File: config.mk
export PLATFORM = sky130hd
export DESIGN_NAME = branch_skip_condition_unit
export DESIGN_NICKNAME = d
export VERILOG_FILES = /design/src/logic/branch_skip_pkg.sv /design/src/logic/branch_skip_condition_unit.sv
export SDC_FILE = /design/constraint.sdc
export NUM_CORES = 1
export LEC_CHECK = 0
export CORE_MARGIN = 2
export CORE_UTILIZATION = 65
export DETAILED_ROUTE_END_ITERATION = 10
export DONT_BUFFER_PORTS = 1
export MAX_ROUTING_LAYER = met4
export PLACE_DENSITY_LB_ADDON = 0.2
export SETUP_SLACK_MARGIN = 0.1
export SYNTH_ARGS = -nofsm -noshare
export SYNTH_HDL_FRONTEND = slang
export SYNTH_SLANG_ARGS = --single-unit
File: constraint.sdc
create_clock -name clk -period 5.8 [get_ports clk]
set_input_delay 0.29 -clock clk [delete_from_list [all_inputs] [get_ports clk]]
set_output_delay 0.29 -clock clk [all_outputs]
set_load 0.02 [all_outputs]
File: src/logic/branch_skip_pkg.sv
// Operation
// - Compare immediate sets flags, one cycle
// - Skip when register bit is clear
// - Skip when register bit set, flags kept
// - Skip when port bit clear, flags kept
// - Skip when port bit is set
// - Generic branch when selected flag set
// - Generic branch when selected flag clear
// - Branch on zero set or clear
// - Branch on carry set or clear
// - Same-or-higher and lower alias carry branches
// - Branch on negative set or clear
// - Signed branches test negative xor overflow
// - Branch on half-carry set or clear
// - Branch on transfer flag set or clear
package branch_skip_pkg;

  // Instruction codes from the decoder
  typedef enum logic [4:0] {
    op_none = 5'h00,
    compare_with_immediate = 5'h01,
    skip_reg_bit_clear = 5'h02,
    skip_reg_bit_set = 5'h03,
    skip_port_bit_clear = 5'h04,
    skip_port_bit_set = 5'h05,
    branch_flag_set_generic = 5'h06,
    branch_flag_clear_generic = 5'h07,
    branch_equal = 5'h08,
    branch_not_equal = 5'h09,
    branch_carry_set = 5'h0A,
    branch_carry_clear = 5'h0B,
    branch_same_or_higher = 5'h0C,
    branch_lower = 5'h0D,
    branch_minus = 5'h0E,
    branch_plus = 5'h0F,
    branch_signed_ge = 5'h10,
    branch_signed_lt = 5'h11,
    branch_half_carry_set = 5'h12,
    branch_half_carry_clear = 5'h13,
    branch_transfer_flag_set = 5'h14,
    branch_transfer_flag_clear = 5'h15
  } op_type;

  // Sequencer states
  typedef enum logic {
    st_idle = 1'b0,
    st_hold = 1'b1
  } state_type;

  // Flag positions in the status flags register
  localparam logic [2:0] FLAG_C = 3'h0;
  localparam logic [2:0] FLAG_Z = 3'h1;
  localparam logic [2:0] FLAG_N = 3'h2;
  localparam logic [2:0] FLAG_V = 3'h3;
  localparam logic [2:0] FLAG_S = 3'h4;
  localparam logic [2:0] FLAG_H = 3'h5;
  localparam logic [2:0] FLAG_T = 3'h6;

  // Register port offsets
  localparam logic [1:0] ADDR_FLAGS = 2'h0;
  localparam logic [1:0] ADDR_PC_LO = 2'h1;
  localparam logic [1:0] ADDR_PC_HI = 2'h2;

  // Reset values
  localparam logic [7:0] FLAGS_RESET = 8'h00;
  localparam logic [15:0] PC_RESET = 16'h0000;

  // Cycle counts and program counter steps
  localparam logic [1:0] CYC_ONE = 2'h1;
  localparam logic [1:0] CYC_TWO = 2'h2;
  localparam logic [1:0] CYC_THREE = 2'h3;
  localparam logic [15:0] STEP_ONE = 16'h0001;
  localparam logic [15:0] STEP_TWO = 16'h0002;
  localparam logic [15:0] STEP_THREE = 16'h0003;

endpackage

File: src/logic/branch_skip_condition_unit.sv
`timescale 1ns/1ps
module branch_skip_condition_unit (
  // Clock and reset
  input wire logic clk,
  input wire logic rst,
  // Instruction issue
  input wire logic issue_valid,
  input wire branch_skip_pkg::op_type issue_op,
  input wire logic [7:0] reg_value,
  input wire logic [7:0] port_value,
  input wire logic [7:0] imm_value,
  input wire logic [2:0] bit_sel,
  input wire logic [6:0] branch_offset,
  input wire logic next_is_two_word,
  // Register port
  input wire logic [1:0] bus_addr,
  input wire logic [7:0] bus_wdata,
  input wire logic bus_wr,
  input wire logic bus_rd,
  output logic [7:0] bus_rdata_q,
  // Status
  output logic ready_q,
  output logic done_q,
  output logic taken_q,
  output logic [15:0] pc_q,
  output logic [7:0] flags_q
);

  branch_skip_pkg::state_type state_q;
  logic [1:0] count_q;
  logic [15:0] target_q;
  logic accept;
  logic is_cmp;
  logic is_skip;
  logic is_branch;
  logic cond;
  logic [1:0] cycles;
  logic [15:0] target;
  logic [15:0] offset_ext;
  logic [8:0] diff;
  logic [7:0] cmp_flags;

  // Issue is taken only while idle
  assign accept = issue_valid && (state_q == branch_skip_pkg::st_idle);

  // Signed offset widened to the counter width
  assign offset_ext = {{9{branch_offset[6]}}, branch_offset};

  // Compare arithmetic; result is discarded, flags kept
  assign diff = {1'b0, reg_value} - {1'b0, imm_value};

  // Flags produced by the compare
  always_comb begin
    cmp_flags = flags_q;
    cmp_flags[branch_skip_pkg::FLAG_C] = diff[8];
    cmp_flags[branch_skip_pkg::FLAG_Z] = (diff[7:0] == 8'h00);
    cmp_flags[branch_skip_pkg::FLAG_N] = diff[7];
    cmp_flags[branch_skip_pkg::FLAG_V] = (reg_value[7] & ~imm_value[7] & ~diff[7])
      | (~reg_value[7] & imm_value[7] & diff[7]);
    cmp_flags[branch_skip_pkg::FLAG_S] = cmp_flags[branch_skip_pkg::FLAG_N]
      ^ cmp_flags[branch_skip_pkg::FLAG_V];
    cmp_flags[branch_skip_pkg::FLAG_H] = (~reg_value[3] & imm_value[3])
      | (imm_value[3] & diff[3]) | (diff[3] & ~reg_value[3]);
  end

  // Condition decode for every instruction
  always_comb begin
    is_cmp = 1'b0;
    is_skip = 1'b0;
    is_branch = 1'b0;
    cond = 1'b0;
    case (issue_op)
      branch_skip_pkg::compare_with_immediate: begin
        is_cmp = 1'b1;
      end
      branch_skip_pkg::skip_reg_bit_clear: begin
        is_skip = 1'b1;
        cond = ~reg_value[bit_sel];
      end
      branch_skip_pkg::skip_reg_bit_set: begin
        is_skip = 1'b1;
        cond = reg_value[bit_sel];
      end
      branch_skip_pkg::skip_port_bit_clear: begin
        is_skip = 1'b1;
        cond = ~port_value[bit_sel];
      end
      branch_skip_pkg::skip_port_bit_set: begin
        is_skip = 1'b1;
        cond = port_value[bit_sel];
      end
      branch_skip_pkg::branch_flag_set_generic: begin
        is_branch = 1'b1;
        cond = flags_q[bit_sel];
      end
      branch_skip_pkg::branch_flag_clear_generic: begin
        is_branch = 1'b1;
        cond = ~flags_q[bit_sel];
      end
      branch_skip_pkg::branch_equal: begin
        is_branch = 1'b1;
        cond = flags_q[branch_skip_pkg::FLAG_Z];
      end
      branch_skip_pkg::branch_not_equal: begin
        is_branch = 1'b1;
        cond = ~flags_q[branch_skip_pkg::FLAG_Z];
      end
      branch_skip_pkg::branch_carry_set,
      branch_skip_pkg::branch_lower: begin
        is_branch = 1'b1;
        cond = flags_q[branch_skip_pkg::FLAG_C];
      end
      branch_skip_pkg::branch_carry_clear,
      branch_skip_pkg::branch_same_or_higher: begin
        is_branch = 1'b1;
        cond = ~flags_q[branch_skip_pkg::FLAG_C];
      end
      branch_skip_pkg::branch_minus: begin
        is_branch = 1'b1;
        cond = flags_q[branch_skip_pkg::FLAG_N];
      end
      branch_skip_pkg::branch_plus: begin
        is_branch = 1'b1;
        cond = ~flags_q[branch_skip_pkg::FLAG_N];
      end
      branch_skip_pkg::branch_signed_ge: begin
        is_branch = 1'b1;
        cond = ~(flags_q[branch_skip_pkg::FLAG_N]
          ^ flags_q[branch_skip_pkg::FLAG_V]);
      end
      branch_skip_pkg::branch_signed_lt: begin
        is_branch = 1'b1;
        cond = flags_q[branch_skip_pkg::FLAG_N]
          ^ flags_q[branch_skip_pkg::FLAG_V];
      end
      branch_skip_pkg::branch_half_carry_set: begin
        is_branch = 1'b1;
        cond = flags_q[branch_skip_pkg::FLAG_H];
      end
      branch_skip_pkg::branch_half_carry_clear: begin
        is_branch = 1'b1;
        cond = ~flags_q[branch_skip_pkg::FLAG_H];
      end
      branch_skip_pkg::branch_transfer_flag_set: begin
        is_branch = 1'b1;
        cond = flags_q[branch_skip_pkg::FLAG_T];
      end
      branch_skip_pkg::branch_transfer_flag_clear: begin
        is_branch = 1'b1;
        cond = ~flags_q[branch_skip_pkg::FLAG_T];
      end
      default: begin
        cond = 1'b0;
      end
    endcase
  end

  // Next program counter
  always_comb begin
    target = pc_q + branch_skip_pkg::STEP_ONE;
    if (is_skip && cond) begin
      if (next_is_two_word) begin
        target = pc_q + branch_skip_pkg::STEP_THREE;
      end else begin
        target = pc_q + branch_skip_pkg::STEP_TWO;
      end
    end else if (is_branch && cond) begin
      target = pc_q + offset_ext + branch_skip_pkg::STEP_ONE;
    end
  end

  // Cycle count of the issued instruction
  always_comb begin
    cycles = branch_skip_pkg::CYC_ONE;
    if (is_skip && cond) begin
      if (next_is_two_word) begin
        cycles = branch_skip_pkg::CYC_THREE;
      end else begin
        cycles = branch_skip_pkg::CYC_TWO;
      end
    end else if (is_branch && cond) begin
      cycles = branch_skip_pkg::CYC_TWO;
    end
  end

  // Sequencer state: holds for multi-cycle instructions
  always_ff @(posedge clk or posedge rst) begin
    if (rst) begin
      state_q <= branch_skip_pkg::st_idle;
    end else if (state_q == branch_skip_pkg::st_idle) begin
      if (accept && (cycles != branch_skip_pkg::CYC_ONE)) begin
        state_q <= branch_skip_pkg::st_hold;
      end
    end else if (count_q == branch_skip_pkg::CYC_ONE) begin
      state_q <= branch_skip_pkg::st_idle;
    end
  end

  // Remaining hold cycles
  always_ff @(posedge clk or posedge rst) begin
    if (rst) begin
      count_q <= 2'h0;
    end else if (state_q == branch_skip_pkg::st_idle) begin
      if (accept && (cycles != branch_skip_pkg::CYC_ONE)) begin
        count_q <= cycles - branch_skip_pkg::CYC_ONE;
      end
    end else begin
      count_q <= count_q - branch_skip_pkg::CYC_ONE;
    end
  end

  // Target kept while the instruction is held
  always_ff @(posedge clk or posedge rst) begin
    if (rst) begin
      target_q <= branch_skip_pkg::PC_RESET;
    end else if (accept && (cycles != branch_skip_pkg::CYC_ONE)) begin
      target_q <= target;
    end
  end

  // Ready for issue only while idle
  always_ff @(posedge clk or posedge rst) begin
    if (rst) begin
      ready_q <= 1'b1;
    end else if (state_q == branch_skip_pkg::st_idle) begin
      if (accept && (cycles != branch_skip_pkg::CYC_ONE)) begin
        ready_q <= 1'b0;
      end
    end else if (count_q == branch_skip_pkg::CYC_ONE) begin
      ready_q <= 1'b1;
    end
  end

  // Program counter; hardware update beats a software load
  always_ff @(posedge clk or posedge rst) begin
    if (rst) begin
      pc_q <= branch_skip_pkg::PC_RESET;
    end else if (accept && (cycles == branch_skip_pkg::CYC_ONE)) begin
      pc_q <= target;
    end else if ((state_q == branch_skip_pkg::st_hold)
        && (count_q == branch_skip_pkg::CYC_ONE)) begin
      pc_q <= target_q;
    end else if (bus_wr && (state_q == branch_skip_pkg::st_idle)) begin
      if (bus_addr == branch_skip_pkg::ADDR_PC_LO) begin
        pc_q[7:0] <= bus_wdata;
      end else if (bus_addr == branch_skip_pkg::ADDR_PC_HI) begin
        pc_q[15:8] <= bus_wdata;
      end
    end
  end

  // Status flags; only the compare and a bus write to the flags offset change them
  always_ff @(posedge clk or posedge rst) begin
    if (rst) begin
      flags_q <= branch_skip_pkg::FLAGS_RESET;
    end else if (accept && is_cmp) begin
      flags_q <= cmp_flags;
    end else if (bus_wr && (bus_addr == branch_skip_pkg::ADDR_FLAGS)) begin
      flags_q <= bus_wdata;
    end
  end

  // Completion pulse
  always_ff @(posedge clk or posedge rst) begin
    if (rst) begin
      done_q <= 1'b0;
    end else if (accept && (cycles == branch_skip_pkg::CYC_ONE)) begin
      done_q <= 1'b1;
    end else if ((state_q == branch_skip_pkg::st_hold)
        && (count_q == branch_skip_pkg::CYC_ONE)) begin
      done_q <= 1'b1;
    end else begin
      done_q <= 1'b0;
    end
  end

  // Taken indication, only at the end of a held instruction
  always_ff @(posedge clk or posedge rst) begin
    if (rst) begin
      taken_q <= 1'b0;
    end else if ((state_q == branch_skip_pkg::st_hold)
        && (count_q == branch_skip_pkg::CYC_ONE)) begin
      taken_q <= 1'b1;
    end else begin
      taken_q <= 1'b0;
    end
  end

  // Register read data, valid the cycle after the strobe
  always_ff @(posedge clk or posedge rst) begin
    if (rst) begin
      bus_rdata_q <= 8'h00;
    end else if (bus_rd) begin
      case (bus_addr)
        branch_skip_pkg::ADDR_FLAGS: bus_rdata_q <= flags_q;
        branch_skip_pkg::ADDR_PC_LO: bus_rdata_q <= pc_q[7:0];
        branch_skip_pkg::ADDR_PC_HI: bus_rdata_q <= pc_q[15:8];
        default: bus_rdata_q <= 8'h00;
      endcase
    end else begin
      bus_rdata_q <= 8'h00;
    end
  end

endmodule // branch_skip_condition_unit

==> results of run 1 <==
-- state kept, by name (all words and copies together) (netlist names) --
| register | flops |
|---|---|
| pc_q | 16 |
| target_q | 16 |
| bus_rdata_q | 8 |
| flags_q | 8 |
| count_q | 2 |
| done_q | 1 |
| ready_q | 1 |
| state_q | 1 |
| taken_q | 1 |
-- logic make-up (layout without fill, tap and decap cells) --
| group | after synthesis | in the layout | share of synthesized area (%) |
|---|---|---|---|
| muxes | 36 | 36 | 9.44 |
| AOI/OAI and AO/OA | 157 | 157 | 21.5 |
| DFF | 54 | 54 | 28.0 |
| xor gates and xnor gates | 35 | 35 | 6.62 |
| adders and majority gates | 34 | 34 | 9.42 |
| buffers and inverters | 68 | 43 | 5.80 |
| and+or+nand+nor | 184 | 184 | 19.3 |
-- per-stage QoR --
stage | total power [uW] | std cells | cell area (um^2) | setup slack (ps) | utilization, %
floorplan | 1740 | 568 | 4840 | 2750 | -
global placement | 1970 | 634 | 4830 | 2450 | 66.9
finish | 2300 | 642 | 4940 | 2240 | 68.5
detailed placement | 2020 | 634 | 4830 | 2340 | 66.9
CTS | 2280 | 642 | 4940 | 2320 | 68.5
global route | 2460 | 642 | 4940 | 2110 | 68.5
-- worst min-delay path by stage --
stage	from	end	slack, ps	cells after the start
3_3_place_gp	rst	bus_rdata_q[5]	400	2
4_1_cts	rst	bus_rdata_q[5]	70	2
6_report	rst	bus_rdata_q[1]	40	2
3_5_place_dp	rst	bus_rdata_q[5]	400	2
2_1_floorplan	bus_rd	bus_rdata_q[0]	420	1
5_1_grt	rst	bus_rdata_q[6]	90	2
-- layer usage --
layer  up-vias  share of wire [%]  global-route usage (%)
li1       1988                  -                       -
met1      2057                 41                    42.4
met2       219                 47                    53.1
met3        44                8.5                    8.76
met4         0                3.4                    11.5
met5         -                  0                       -
-- worst reg2reg max path, stage by stage (launching register included) --
cell and delay [ps]:
dfrtp_1 600, inv_1 180, ha_1 180, inv_1 50
fa_1 400, a21oi_1 200, o21ai_0 140, a2111oi_0 740
nor2_1 170, a311o_1 360, a21oi_1 170, xor2_1 80
o31ai_1 190
-- power by group through the flow --
stage	clock network (uW)	registers, uW	logic [uW]
2_1_floorplan	0	748	993
3_3_place_gp	0	908	1060
3_5_place_dp	0	916	1100
4_1_cts	260	906	1110
5_1_grt	277	931	1260
6_report	257	913	1130
-- cells in the mapped netlist (all sizes together), types with 8 or more instances --
| master | n |
|---|---|
| a21oi | 35 |
| ha | 30 |
| mux2i | 22 |
| nor2 | 46 |
| nand2 | 54 |
| clkbuf | 28 |
| and2 | 17 |
| xnor2 | 22 |
| mux2 | 8 |
| o22ai | 10 |
| nand2b | 8 |
| a21o | 10 |
| inv | 31 |
| o211ai | 8 |
| buf | 9 |
| xor2 | 12 |
| o21ai | 43 |
| nand3 | 19 |
| dfrtp | 53 |
-- cell type report --
type | instances | area, um^2 | area share (%)
clock buffer | 5 | 68.8 | 1.39
clock inverter | 3 | 45.0 | 0.912
inverter | 31 | 116 | 2.36
multi-input combinational | 446 | 3200 | 64.8
sequential | 54 | 1350 | 27.4
tap | 99 | 124 | 2.51
timing repair buffer | 4 | 30.0 | 0.608
==> reports/qor.csv, run 1 <==
metric,value,unit
max_freq,281,MHz
n_antenna_cell,0,
postCtsSetupBuffers,0,
status,finished clean,
ctsHtreeMaxLevel,2,
vias_per_cell,6.71,
cp_data_required_time,6020,ps
portBuffers,0,
drt-total-wl,13100,um
timing.rr.end,target_q[14],
fin_nets,631,
hold_path.class,in -> async,
dieArea,8150,um^2
skew,9.36,ps
die_y,90.3,um
ant_nets,0,
synth_top_area_share,27.4,%
syn_inst,568,
worst_pin_slew,1160,ps
critical_path_depth,12,
vias,4308,
syn_area,4840,um^2
power.density,465,nW/um^2
cts_tree,built,
ys.warnings.count,0,
synth_edf_count,0,
cp_top_family,compound AO/OA/AOI/OAI gates,
wl_per_cell,20.4,um
rr_worst_depth,12,
endpoint_kind,flop,
synth.distinct_cells,72,
worst_path_largest_cell_delay,740,ps
setup_viol,0,
yosys.area.top_type,dfrtp_1,
ys_ff_latch,54,
p_int,1160,uW
seqPwrFrac,39.8,%
crit_end,target_q[14],
final-hold-violation-count,0,
avgSynthCellArea,8.51,um^2
cp.buffers_inverters,2,
p_comb_share,49.0,%
reg2reg_slack,2240,ps
cp_slowest_cell,a2111oi_0,
antenna_found_initial,0,
ys_seq_area_share,28.0,%
path_cells,inv_1 -> ha_1 -> inv_1 -> fa_1 -> a21oi_1 -> o21ai_0 -> a2111oi_0 -> nor2_1 -> a311o_1 -> a21oi_1 -> xor2_1 -> o31ai_1,
async_flop_share,100,%
relSlewSlack,21.8,%
drt_iter0_drc,449,
fillers,591,
netSwitchingFraction,49.4,%
rsz0062_at_grt,no,
cts_sinks,54,
clk_latency,310,ps
ctsHoldBuffers,0,
grt_max_degree,55,
cts_root_buf,clkbuf_8,
clockPowerShare,11.2,%
crit_start,pc_q[0],
final_cell_mix,"53 x dfrtp_1, 52 x nand2_1, 44 x nor2_1, 38 x o21ai_0, 35 x a21oi_1",
grt_use_total,33.7,%
tns,0,ps
finalCritPeriodShare,61.3,%
arrival,3770,ps
leakage,0.00216,uW
path_class,reg -> reg,
drc,0,
cap_violations,0,
holdWs,40.0,ps
core_region_area,7210,um^2
num_rows,31,
start_kind,flop,
cp_max_fo,11,
maxSlewViolCount,0,
clockBufferDepth,2,
initial_utilization,67.0,%
ios,90,
grt_pass1_vias,4259,
ir_drop,335,uV
power.switching,1140,uW
syn-num-nets,657,
first_pass_iters,5,
final_common_cell,dfrtp_1,
grt_overflow_total,0,
grt_pass1_wl,21500,um
synth.area.top_cells,"dfrtp_1 27%, ha_1 7.8%, mux2i_1 4.6%",
drive_gt1_share,6.63,%
syn_to_final_growth,2.15,%
dp_hpwl,9980,um
synth-main-ff-cell,dfrtp_1,
place.gp.congestion,0.936,
r2r_start,pc_q[0],
dieWidth,90.3,um
clkTransAtPathRegs,100,ps
cts_made_buffers,5,
cts_resized,0,
fin_crit,3560,ps
Power figures use the tool's default switching activity.
==> run 2: changes to the inputs <==
--- a/config.mk
+++ b/config.mk
@@ -6,7 +6,7 @@
 export NUM_CORES = 1
 export LEC_CHECK = 0
 export CORE_MARGIN = 2
-export CORE_UTILIZATION = 65
+export CORE_UTILIZATION = 59
 export DETAILED_ROUTE_END_ITERATION = 10
 export DONT_BUFFER_PORTS = 1
 export MAX_ROUTING_LAYER = met4
==> constraint.sdc (replaced) <==
create_clock -name clk -period 3 [get_ports clk]
set_input_delay 0.15 -clock clk [delete_from_list [all_inputs] [get_ports clk]]
set_output_delay 0.15 -clock clk [all_outputs]
set_load 0.02 [all_outputs]
==> reports/qor.csv, run 2 (synthesis gave the netlist of run 1 again) <==
metric,value,unit
die_y,94.5,um
worst_pin_slew,892,ps
wl_per_cell,20.8,um
final_common_cell,dfrtp_1,
clk_latency,310,ps
first_pass_iters,5,
finalWorstSetupSlack,255,ps
ir_drop,400,uV
setup_viol,0,
vias_per_cell,6.58,
top_regs,"pc_q: 16 flops, target_q: 16 flops",
grt_pass1_wl,22900,um
start_kind,flop,
finish.utilization,65.1,%
cts_made_buffers,5,
cap_violations,0,
dieWidth,94.5,um
skew,9.18,ps
ctsHtreeMaxLevel,2,
place_worst_setup_slack,116,ps
finalCritPeriodShare,91.5,%
power.density,911,nW/um^2
drive_gt1_share,13.0,%
grt_use_total,34.4,%
cp_max_fo,2,
antenna_found_initial,0,
grt_overflow_total,0,
clockPowerShare,10.4,%
tns,0,ps
hold_path.class,in -> reg,
path_class,reg -> reg,
num_rows,33,
drt-total-wl,14200,um
dp_hpwl,11100,um
leakage,0.00235,uW
cp_data_required_time,3230,ps
arrival,2970,ps
core_region_area,8090,um^2
cts_tree,built,
p_comb_share,62.8,%
clockBufferDepth,2,
grt_pass1_vias,4350,
ant_nets,0,
p_int,2470,uW
fin_crit,2740,ps
portBuffers,0,
grt_max_degree,43,
cts_sinks,54,
dieArea,8940,um^2
endpoint_kind,flop,
netSwitchingFraction,48.5,%
status,finished clean,
maxSlewViolCount,0,
clkTransAtPathRegs,100,ps
drc,0,
syn_to_final_growth,8.87,%
cts_root_buf,clkbuf_8,
fin_nets,667,
place.gp.congestion,0.943,
power.switching,2330,uW
fillers,696,
vias,4501,
initial_utilization,59.8,%
final_cell_mix,"53 x dfrtp_1, 51 x nand2_1, 44 x nor2_1, 37 x o21ai_0, 36 x buf_4",
final-hold-violation-count,0,
max_freq,364,MHz
seqPwrFrac,26.8,%
n_antenna_cell,0,
ios,90,
relSlewSlack,40.4,%
rsz0062_at_grt,no,
drt_iter0_drc,467,
[run 2: power by group through the flow]
stage | logic [uW] | clock network, uW | registers, uW
4_1_cts | 2910 | 499 | 1280
3_5_place_dp | 2900 | 0 | 1300
5_1_grt | 3290 | 535 | 1320
6_report | 3010 | 499 | 1290
3_3_place_gp | 2840 | 0 | 1290
2_1_floorplan | 1940 | 0 | 1450
[run 2: layer usage]
metal	part of all wire [%]	GRT usage, %
met4	2.5	8.82
met5	0	-
met3	8.2	5.59
met2	48	57.1
met1	41	44.0
[run 2: per-stage QoR]
| stage | std cells | total power, uW | hold WS, ps | instance area, um^2 |
|---|---|---|---|---|
| 2_1_floorplan | 568 | 3380 | 279 | 4840 |
| 3_3_place_gp | 669 | 4130 | 255 | 5060 |
| 3_5_place_dp | 669 | 4190 | 262 | 5060 |
| 4_1_cts | 680 | 4690 | 7.93 | 5200 |
| 5_1_grt | 684 | 5140 | -3.36 | 5270 |
| 6_report | 684 | 4800 | 11.9 | 5270 |
[run 2: repair_timing]
item / 4_1_cts / 5_1_grt
resized for setup: 0 / 10
buffers inserted: 0 / 4
endpoints found under the setup margin: 0 / 25
endpoints found under the hold margin: 49 / 0
hold buffers: 3 / 0
[run 2: final cells by class]
cell class | count | area (um^2) | share of cell area, %
clock inverters | 3 | 40.0 | 0.760
inverters | 31 | 116 | 2.21
flip-flops and latches | 54 | 1350 | 25.7
clock buffers | 5 | 68.8 | 1.31
well taps | 105 | 131 | 2.50
multi-input cells | 446 | 3240 | 61.6
repair buffers | 40 | 312 | 5.92
[run 2: final timing paths]
kind / from / end / slack, ps / cells past startpoint
setup / recovery: pc_q[0] / target_q[14] / 260 / 12
hold / removal: bus_wdata[7] / flags_q[7] / 10 / 1
setup reg to reg: pc_q[0] / target_q[14] / 260 / 12
hold reg to reg: target_q[2] / target_q[2] / 490 / 1
max in group asynchronous: rst / flags_q[3] / 1780 / 3
min in group asynchronous: rst / bus_rdata_q[4] / 470 / 2
[run 2: critical path: stages, from the launching register on]
cell and delay, ps:
dfrtp_1 390, inv_1 90, ha_1 160, inv_1 60
fa_2 360, a21oi_2 190, o21ai_2 90, a2111oi_4 420
nor2_1 130, a311o_1 330, a21oi_1 170, xor2_1 90
o31ai_1 190
==> run 3: changes to the inputs <==
--- a/config.mk
+++ b/config.mk
@@ -9,8 +9,10 @@
 export CORE_UTILIZATION = 59
 export DETAILED_ROUTE_END_ITERATION = 10
 export DONT_BUFFER_PORTS = 1
+export HOLD_SLACK_MARGIN = 0.03
 export MAX_ROUTING_LAYER = met4
 export PLACE_DENSITY_LB_ADDON = 0.2
+export RECOVER_POWER = 100
 export SETUP_SLACK_MARGIN = 0.1
 export SYNTH_ARGS = -nofsm -noshare
 export SYNTH_HDL_FRONTEND = slang
==> reports/qor.csv, run 3 (synthesis gave the netlist of run 1 again) <==
metric,value,unit
status,"finished, violations left",
violations,"capacitance limit, slew limit",
start_kind,flop,
drt_iter0_drc,455,
rsz0062_at_grt,no,
ir_drop,399,uV
wl_per_cell,20.7,um
dp_hpwl,11100,um
antenna_found_initial,0,
dieArea,8940,um^2
final_cell_mix,"53 x dfrtp_1, 51 x nand2_1, 44 x nor2_1, 42 x o21ai_0, 34 x a21oi_1",
vias_per_cell,6.58,
n_antenna_cell,0,
tns,0,ps
initial_utilization,59.8,%
finalWorstSetupSlack,179,ps
maxSlewViolCount,43,
dieWidth,94.5,um
clkTransAtPathRegs,100,ps
arrival,3010,ps
cp_max_fo,14,
rr_worst_depth,10,
cap_violations,1,
min_delay_path_depth,2,
fin_nets,668,
drive_gt1_share,8.62,%
cts_tree,built,
num_rows,33,
place.gp.congestion,0.943,
cts_root_buf,clkbuf_8,
drc,0,
fillers,726,
cp.buffers_inverters,2,
finish.utilization,64.1,%
ant_nets,0,
hold_path.class,in -> reg,
grt_overflow_total,0,
grt_use_total,34.4,%
path_cells,mux4_1 -> mux2i_1 -> mux2i_1 -> o41ai_4 -> buf_6 -> clkbuf_1 -> nand3_1 -> a21boi_0 -> o21bai_1 -> o21ai_0,
grt_pass1_vias,4359,
endpoint_kind,flop,
first_pass_iters,6,
cpMostUsedCell,mux2i_1,
ctsHtreeMaxLevel,2,
final_common_cell,dfrtp_1,
placed_area,5060,um^2
place_worst_setup_slack,116,ps
grt_pass1_wl,22900,um
setup_viol,0,
skew,9.40,ps
worst_path_largest_cell_delay,520,ps
relSlewSlack,-7.20,%
worst_pin_slew,1610,ps
top_regs,"pc_q: 16 flops, target_q: 16 flops",
cp_data_required_time,3190,ps
cts_made_buffers,5,
clockBufferDepth,2,
ios,90,
leakage,0.00226,uW
final-hold-violation-count,0,
cp_top_family,multiplexers,
cts_sinks,54,
die_y,94.5,um
finalCritPeriodShare,94.0,%
max_freq,355,MHz
drt-total-wl,14200,um
power.density,904,nW/um^2
fin_crit,2820,ps
syn_to_final_growth,7.19,%
vias,4509,
path_class,reg -> reg,
finalPower,4690,uW
clk_latency,310,ps
critical_path_depth,10,
cp_slowest_cell,mux4_1,
portBuffers,0,
stdcell_area,5180,um^2
grt_max_degree,43,
core_region_area,8090,um^2
==> run 3: timing repair <==
item / CTS / global route
setup endpoints to repair: 0 / 25
gates resized for setup: 0 / 10
hold endpoints to repair: 50 / 0
buffers inserted: 0 / 4
hold buffers: 4 / 0
==> run 3: worst register-to-register path, cell delays in order, from the launching register on <==
cell      delay, ps
dfrtp_1         390
mux4_1          520
mux2i_1         220
mux2i_1         150
o41ai_4         330
buf_6           230
clkbuf_1        250
nand3_1         110
a21boi_0        190
o21bai_1        190
o21ai_0         130
==> run 3: worst paths after layout <==
| check | startpoint | to | slack (ps) |
|---|---|---|---|
| max | flags_q[4] | pc_q[3] | 180 |
| min in group asynchronous | rst | bus_rdata_q[4] | 750 |
| max in group asynchronous | rst | flags_q[6] | 880 |
| min | issue_valid | count_q[1] | 70 |
| max reg2reg | flags_q[4] | pc_q[3] | 180 |
| min reg2reg | target_q[2] | target_q[2] | 490 |
==> run 3: report_power, final <==
part	switching [uW]	leakage, uW	internal (uW)
clock network	254	0.0000579	246
logic	1810	0.00155	1090
registers	254	0.000649	1030
total	2320	0.00226	2370
==> run 3: layout make-up <==
cell class	instances	area, um^2	share of cell area [%]
timing repair buffer	41	239	4.61
inverter	31	116	2.24
clock inverter	3	40.0	0.772
sequential	54	1350	26.1
clock buffer	5	68.8	1.33
tap	105	131	2.53
multi-input combinational	446	3240	62.4
==> run 3: metal layers <==
layer	GRT usage, %	share of wire, %	vias to the layer above
met5	-	0	-
met4	8.82	2.6	0
met3	5.27	8.5	30
met2	57.1	48	224
met1	44.3	41	2188
li1	-	-	2067
==> run 3: stage by stage <==
| step | hold slack [ps] | std cells |
|---|---|---|
| 2_1_floorplan | 279 | 568 |
| 3_3_place_gp | 255 | 669 |
| 3_5_place_dp | 262 | 669 |
| 4_1_cts | 71.0 | 681 |
| 5_1_grt | 70.5 | 685 |
| 6_report | 69.4 | 685 |
